## config.mk

```make
export PLATFORM = sky130hd
export DESIGN_NAME = cobl_top
export DESIGN_NICKNAME = d
export VERILOG_FILES = /design/src/cobl_sync.v /design/src/cobl_top.v
export VERILOG_INCLUDE_DIRS = /design/src
export SDC_FILE = /design/constraint.sdc
export NUM_CORES = 1
export LEC_CHECK = 0
export BUFFER_PORTS_ARGS = -buffer_cell sky130_fd_sc_hd__buf_4
export CELL_PAD_IN_SITES_DETAIL_PLACEMENT = 1
export CELL_PAD_IN_SITES_GLOBAL_PLACEMENT = 1
export CORE_ASPECT_RATIO = 0.8
export CORE_UTILIZATION = 24
export CTS_BUF_LIST = sky130_fd_sc_hd__clkbuf_2
export DETAILED_ROUTE_END_ITERATION = 8
export PLACE_DENSITY = 0.86
export REMOVE_ABC_BUFFERS = 1
export SLEW_MARGIN = 20
export SYNTH_ARGS = -nofsm -noshare
export SYNTH_HDL_FRONTEND = slang
export SYNTH_SLANG_ARGS = --single-unit
```

## constraint.sdc

```tcl
create_clock -name CLK -period 1.4 [get_ports CLK]
set_clock_uncertainty 0.2 [all_clocks]
set_input_delay 0.14 -clock CLK [delete_from_list [all_inputs] [get_ports CLK]]
set_output_delay 0.14 -clock CLK [all_outputs]
set_load 0.01 [all_outputs]
```

## src/cobl_defs.vh

```
// constants for the core option byte block: offsets, bit positions, resets
// assumes an apb master with 32-bit data and word-aligned registers
// Contract
// - bit7 one: debugger off, pins are gpio
// - bit6 one: extended isa and indexing on
// - bit0 one forces watchdog, else software enable
// - byte at 300000h; bits 4..1 read zero
// - each bit programmable once per power cycle
// - power-on sets bits to one; others keep
// - power-up copies flash word into byte; here only into implemented bits that software has not yet written
`ifndef COBL_DEFS_VH
`define COBL_DEFS_VH
// ****************************************
// register map
// ****************************************
`define COBL_ADDR_OPTION   32'h0030_0000
`define COBL_ADDR_CTRL     32'h0030_0004
`define COBL_ADDR_STATUS   32'h0030_0008
// ****************************************
// field layout
// ****************************************
`define COBL_BIT_DEBUG     3'h7
`define COBL_BIT_XISA      3'h6
`define COBL_BIT_STKRST    3'h5
`define COBL_BIT_WDOG      3'h0
`define COBL_IMPL_MASK     8'hE1
`define COBL_POR_VALUE     8'hFF
`define COBL_BYTE_ZERO     8'h00
`define COBL_CTRL_SWDT     3'h0
`define COBL_STAT_LOADED   3'h0
`define COBL_STAT_DEBUG    3'h1
`define COBL_STAT_WDOG     3'h2
`define COBL_WORD_ZERO     32'h0000_0000
`endif

```

## src/cobl_sync.v

```verilog
// three-flop synchroniser with agreement filter for pin inputs
// assumes the input is asynchronous to clk
`timescale 1ns/1ps
module cobl_sync (
  input  wire clk,
  input  wire arst_n,
  input  wire din,
  output reg  dout
);
  reg s1_q;
  reg s2_q;
  reg s3_q;
  always @(posedge clk or negedge arst_n) begin
    if (!arst_n) begin
      s1_q <= 1'b0;
      s2_q <= 1'b0;
      s3_q <= 1'b0;
      dout <= 1'b0;
    end else begin
      s1_q <= din;
      s2_q <= s1_q;
      s3_q <= s2_q;
      // a change counts only once the last two stages agree
      if (s2_q == s3_q) begin
        dout <= s3_q;
      end
    end
  end
endmodule

```

## src/cobl_top.v

```verilog
// core option byte: write-once configuration byte behind an apb slave
// assumes ARST_N is the power-on reset; SYS_RST_N is any other reset,
// FLASH_CFG_VALID marks the flash word ready after power-up
//
// Added by the designer: register access over APB.
`timescale 1ns/1ps
`include "cobl_defs.vh"
module cobl_top (
  input  wire        CLK,
  input  wire        ARST_N,
  input  wire        SYS_RST_N,
  input  wire        FLASH_CFG_VALID,
  input  wire [7:0]  FLASH_CFG_BYTE,
  input  wire        PSEL,
  input  wire        PENABLE,
  input  wire        PWRITE,
  input  wire [31:0] PADDR,
  input  wire [31:0] PWDATA,
  input  wire [3:0]  PSTRB,
  output wire        PREADY,
  output reg  [31:0] PRDATA,
  output wire        PSLVERR,
  input  wire        STACK_FAULT,
  input  wire        DBG_PIN_A_I,
  input  wire        DBG_PIN_B_I,
  output wire        DEBUGGER_ENABLE,
  output wire        DEBUG_PINS_OWNED,
  output wire        EXTENDED_ISA_ENABLE,
  output wire        STACK_FAULT_RESET,
  output wire        WATCHDOG_RUN,
  output wire        GPIO_A_IN,
  output wire        GPIO_B_IN
);
  reg  [7:0] opt_q;
  reg  [7:0] locked_q;
  reg        loaded_q;
  reg        sw_wdog_q;
  reg        flash_d1_q;
  reg        flash_d2_q;
  reg        flash_d3_q;
  wire       pin_a_s;
  wire       pin_b_s;
  wire       acc;
  wire       wr;
  wire [7:0] wr_en;
  wire       load_now;
  wire [7:0] load_en;
  reg  [7:0] opt_d;
  reg  [7:0] locked_d;
  reg        loaded_d;
  reg        sw_wdog_d;
  reg [31:0] prdata_d;

  // ****************************************
  // synchronisers
  // ****************************************
  cobl_sync u_sync_a (
    .clk    (CLK),
    .arst_n (ARST_N),
    .din    (DBG_PIN_A_I),
    .dout   (pin_a_s)
  );
  cobl_sync u_sync_b (
    .clk    (CLK),
    .arst_n (ARST_N),
    .din    (DBG_PIN_B_I),
    .dout   (pin_b_s)
  );

  // flash-ready flag comes from another block; filtered like a pin
  always @(posedge CLK or negedge ARST_N) begin
    if (!ARST_N) begin
      flash_d1_q <= 1'b0;
      flash_d2_q <= 1'b0;
      flash_d3_q <= 1'b0;
    end else begin
      flash_d1_q <= FLASH_CFG_VALID;
      flash_d2_q <= flash_d1_q;
      flash_d3_q <= flash_d2_q;
    end
  end
  assign load_now = !loaded_q && flash_d2_q && flash_d3_q;

  // ****************************************
  // apb decode
  // ****************************************
  function is_addr;
    input [31:0] a;
    input [31:0] ref_a;
    begin
      is_addr = (a == ref_a);
    end
  endfunction

  assign acc     = PSEL && PENABLE;
  assign wr      = acc && PWRITE;
  assign PREADY  = 1'b1;
  assign PSLVERR = acc && !(is_addr(PADDR, `COBL_ADDR_OPTION) ||
                   is_addr(PADDR, `COBL_ADDR_CTRL) ||
                   is_addr(PADDR, `COBL_ADDR_STATUS));
  assign wr_en   = (wr && PSTRB[0] && is_addr(PADDR, `COBL_ADDR_OPTION))
                   ? (`COBL_IMPL_MASK & ~locked_q) : `COBL_BYTE_ZERO;

  // ****************************************
  // option byte storage
  // ****************************************
  // bits that have not yet had their single programming write;
  // unimplemented bits are never opened, so they keep their ones
  assign load_en = `COBL_IMPL_MASK & ~locked_q;

  // next value of the byte, its lock mask and the loaded flag
  // the flash copy counts as the one programming write of each open bit;
  // a bit that software already programmed keeps its value, so a late
  // flash word can never undo a write-once bit
  always @* begin
    opt_d    = opt_q;
    locked_d = locked_q;
    loaded_d = loaded_q;
    if (load_now) begin
      opt_d    = (opt_q & ~load_en) | (FLASH_CFG_BYTE & load_en);
      locked_d = `COBL_IMPL_MASK;
      loaded_d = 1'b1;
    end else begin
      // a write only reaches bits that are still open
      opt_d    = (opt_q & ~wr_en) | (PWDATA[7:0] & wr_en);
      locked_d = locked_q | wr_en;
    end
  end

  // only a power-on reset returns the byte to ones; other resets keep it,
  // which is why SYS_RST_N is not seen by these registers at all
  always @(posedge CLK or negedge ARST_N) begin
    if (!ARST_N) begin
      opt_q    <= `COBL_POR_VALUE;
      locked_q <= `COBL_BYTE_ZERO;
      loaded_q <= 1'b0;
    end else begin
      opt_q    <= opt_d;
      locked_q <= locked_d;
      loaded_q <= loaded_d;
    end
  end

  // ****************************************
  // software watchdog enable
  // ****************************************
  // cleared by any reset, unlike the option byte; the reset wins over a
  // write in the same cycle, so software must enable it again afterwards
  always @* begin
    sw_wdog_d = sw_wdog_q;
    if (!SYS_RST_N) begin
      sw_wdog_d = 1'b0;
    end else if (wr && PSTRB[0] && is_addr(PADDR, `COBL_ADDR_CTRL)) begin
      sw_wdog_d = PWDATA[`COBL_CTRL_SWDT];
    end
  end

  always @(posedge CLK or negedge ARST_N) begin
    if (!ARST_N) begin
      sw_wdog_q <= 1'b0;
    end else begin
      sw_wdog_q <= sw_wdog_d;
    end
  end

  // ****************************************
  // read path
  // ****************************************
  // read data is captured in the setup cycle so it stands for the whole
  // access phase; zero wait states keep the slave simple, at the cost of
  // a register that holds its last value between reads
  always @* begin
    prdata_d = PRDATA;
    if (PSEL && !PENABLE && !PWRITE) begin
      prdata_d = `COBL_WORD_ZERO;
      if (is_addr(PADDR, `COBL_ADDR_OPTION)) begin
        // unimplemented bits always read zero
        prdata_d[7:0] = opt_q & `COBL_IMPL_MASK;
      end else if (is_addr(PADDR, `COBL_ADDR_CTRL)) begin
        prdata_d[`COBL_CTRL_SWDT] = sw_wdog_q;
      end else if (is_addr(PADDR, `COBL_ADDR_STATUS)) begin
        prdata_d[`COBL_STAT_LOADED] = loaded_q;
        prdata_d[`COBL_STAT_DEBUG]  = DEBUGGER_ENABLE;
        prdata_d[`COBL_STAT_WDOG]   = WATCHDOG_RUN;
      end
    end
  end

  always @(posedge CLK or negedge ARST_N) begin
    if (!ARST_N) begin
      PRDATA <= `COBL_WORD_ZERO;
    end else begin
      PRDATA <= prdata_d;
    end
  end

  // ****************************************
  // option decode
  // ****************************************
  // the debugger is selected by a zero bit, the other options by a one;
  // all outputs but STACK_FAULT_RESET are gates on registers, so they settle within one cycle
  assign DEBUGGER_ENABLE     = !opt_q[`COBL_BIT_DEBUG];
  assign DEBUG_PINS_OWNED    = !opt_q[`COBL_BIT_DEBUG];
  // gpio sees zero while the debug link owns the pins
  assign GPIO_A_IN           = opt_q[`COBL_BIT_DEBUG] & pin_a_s;
  assign GPIO_B_IN           = opt_q[`COBL_BIT_DEBUG] & pin_b_s;
  // without the extension the core decodes the legacy set only
  assign EXTENDED_ISA_ENABLE = opt_q[`COBL_BIT_XISA];
  // a stack fault becomes a reset request only when the option allows it
  assign STACK_FAULT_RESET   = opt_q[`COBL_BIT_STKRST] & STACK_FAULT;
  // the hardware enable forces the watchdog; otherwise software decides
  assign WATCHDOG_RUN        = opt_q[`COBL_BIT_WDOG] | sw_wdog_q;
endmodule

```

==> results.txt <==
Fmax: 0.590 GHz
Detailed Route WL: 5.18 mm
Hold Path Sink: sw_wdog_q$_DFFE_PN0P_
HP Class: in -> reg
Rows: 24
Syn_area_per_cell: 10.1 um2
Final setup viols: 20
P_leak: 1.18 nW
Clock-pin slew on the worst setup and hold paths: 280 ps
Die area: 6360 um2
P per Cell Area: 581 nW/um2
Core ar.: 5650 um2
Layout area overhead: 83.9%
Remaining DRCs: 0
Final Net Count: 337
EDFF count, synth: 0
Violation count after the first detailed-routing iteration: 27
Status: finished, violations left
Total track usage: 0.159
Min-delay src: PADDR[14]
Core Util, Final: 0.472
Crit Path Class: in -> reg
Worst r2r path cells: 4
Tcrit/Tclk final: 1.21
Reg2reg setup slack: -200 ps
Drt pass-1 iters: 4
Die height: 71.5 um
Multi-input logic area: 877 um2
Congestion Overflow GR: 0
Post-DP HPWL: 3.35 mm
Placed instance area: 2010 um2
Total power: 1.55 mW
Max Root-Sink Buffers: 2
Failing checks: negative hold slack, negative setup slack
Min Hold Slack: -34.9 ps
RR Endpoint: PRDATA[7]$_DFFE_PN0P_
Die Wd: 88.9 um
Buffers on Ports: 64
Final ANT Viol Nets: 0
# fillers: 654
Max VDD drop: 0.245 mV
Post-place setup slack: -399 ps
Ys async rst share: 1.00
CTS H-tree depth: 1
Most frequent cells after synthesis: 28 x buf_4, 23 x dfrtp_1, 13 x nand2_1
Setup TNS Final: -2630 ps
Placed cell count: 294
Pin count of the biggest net entering global routing: 28
Vias per inst: 4.34
Synthesis warning total: 0
Routed length per instance: 15.8 um
Flip-flop and latch count after synthesis: 27
Share of layout cells above drive strength 1: 0.556
Crit start category: input pin
Clock latency on the worst-skew pair: 370 ps
Post-Syn Instances: 144
TritonCTS clock tree: built
Post-Syn Area: 1450 um2
I/O pins: 127
Worst Path Max Fanout: 7
CTS root buf: clkbuf_2
Starting Density: 0.257
Main synth FF type: dfrtp_1
WP data required: 1510 ps
TritonCTS Buffers: 3
Leading area contributor after synthesis: dfrtp_1
Worst setup EP type: register
Sink Count: 27
Global placement routability congestion: 0.756
Synth top area cells: dfrtp_1 40%, buf_4 14%, dfstp_2 7.2%
# diodes: 0
Min Tclk post-route: 1690 ps
Max-cap violations: 0
Hold Vio Cnt, Final: 5
Final Worst Setup Slack: -295 ps
Global-route wire length before repair: 7.67 mm
Number of global-route vias before repair: 1511
Total area of sequential cells: 682 um2
Seq/Total Area, Yosys: 0.469
Post-route design area: 2670 um2
Count leader, synth: buf_4
Total number of vias: 1422
Synth top area share: 0.397
CP Data Arrival Time: 1810 ps
Synth cell types: 30
Count of pins over their slew limit: 0
Hold path cells: 5
Antenna violations before repair: 0
RSZ-0062 raised after global routing: true
Fin cells: 328
area by class of cell:
class / instances / area share
Timing Repair Buffer: 109 / 0.366
Multi-Input combinational cell: 107 / 0.329
Sequential cell: 27 / 0.256
Tap cell: 78 / 0.0366
Clock buffer: 3 / 0.00563
Inverter: 3 / 0.00422
Clock inverter: 1 / 0.00282
timing repair:
item | CTS | global route
buffers inserted | 11 | 5
setup endpoints to repair | 19 | 23
pin swaps | 13 | 10
gates resized for setup | 55 | 30
hold endpoints to repair | 41 | 7
hold buffers | 17 | 2
worst max-delay path: stages:
cell and delay [ps]:
buf_4 120, dlygate4sd3_1 670, or4_4 610, o31ai_2 260
placed cells by master, fill, tap and decap left out, types with 2 or more instances in the layout:
master,instances
dfstp_2,4
a31oi_1,2
conb_1,27
nand2b_1,3
and4_1,2
o31ai_4,3
a311oi_1,3
a211oi_2,4
buf_4,61
dlygate4sd3_1,18
nand2_1,12
nor2_4,2
and4_4,2
nand2b_4,5
clkbuf_2,3
inv_2,2
nor4_4,6
o21ai_2,2
mux2i_1,2
o31ai_2,2
maj3_1,2
buf_6,30
nand4_1,2
and2_4,3
dfrtp_1,22
nor2_1,8
or4b_4,2
worst max-delay path by stage:
stage | startpoint | endpoint | slack [ps] | depth (start not counted)
2_1_floorplan | register | PRDATA[6]$_DFFE_PN0P_ | -130 | 2
3_3_place_gp | PADDR[0] | PRDATA[2]$_DFFE_PN0P_ | -310 | 5
3_5_place_dp | PADDR[0] | PRDATA[1]$_DFFE_PN0P_ | -400 | 5
4_1_cts | register | GPIO_B_IN | -250 | 3
5_1_grt | register | GPIO_A_IN | -350 | 3
6_report | PADDR[2] | PRDATA[2]$_DFFE_PN0P_ | -290 | 4
per-layer routing:
metal / share of wire / global-route usage
met4: 0.0077 / 0.0143
met5: 0 / 0
met2: 0.56 / 0.291
met3: 0.038 / 0.0369
met1: 0.40 / 0.197
where the power goes:
part | total, mW | internal (mW) | switching [mW] | leakage, nW
Combinational | 0.370 | 0.208 | 0.163 | 0.849
Sequential | 0.859 | 0.818 | 0.0409 | 0.319
Clock | 0.320 | 0.0661 | 0.254 | 0.0126
Total | 1.55 | 1.09 | 0.458 | 1.18
cells by family after synthesis:
logic type	after synthesis	share of synthesized area
adders and majority gates	2	0.0138
buffers and inverters	35	0.165
AOI/OAI and AO/OA	21	0.105
and+or+nand+nor	55	0.228
muxes	2	0.0138
DFF	27	0.469
other	2	0.00518
Note: power is estimated with default switching activity, not from simulation.
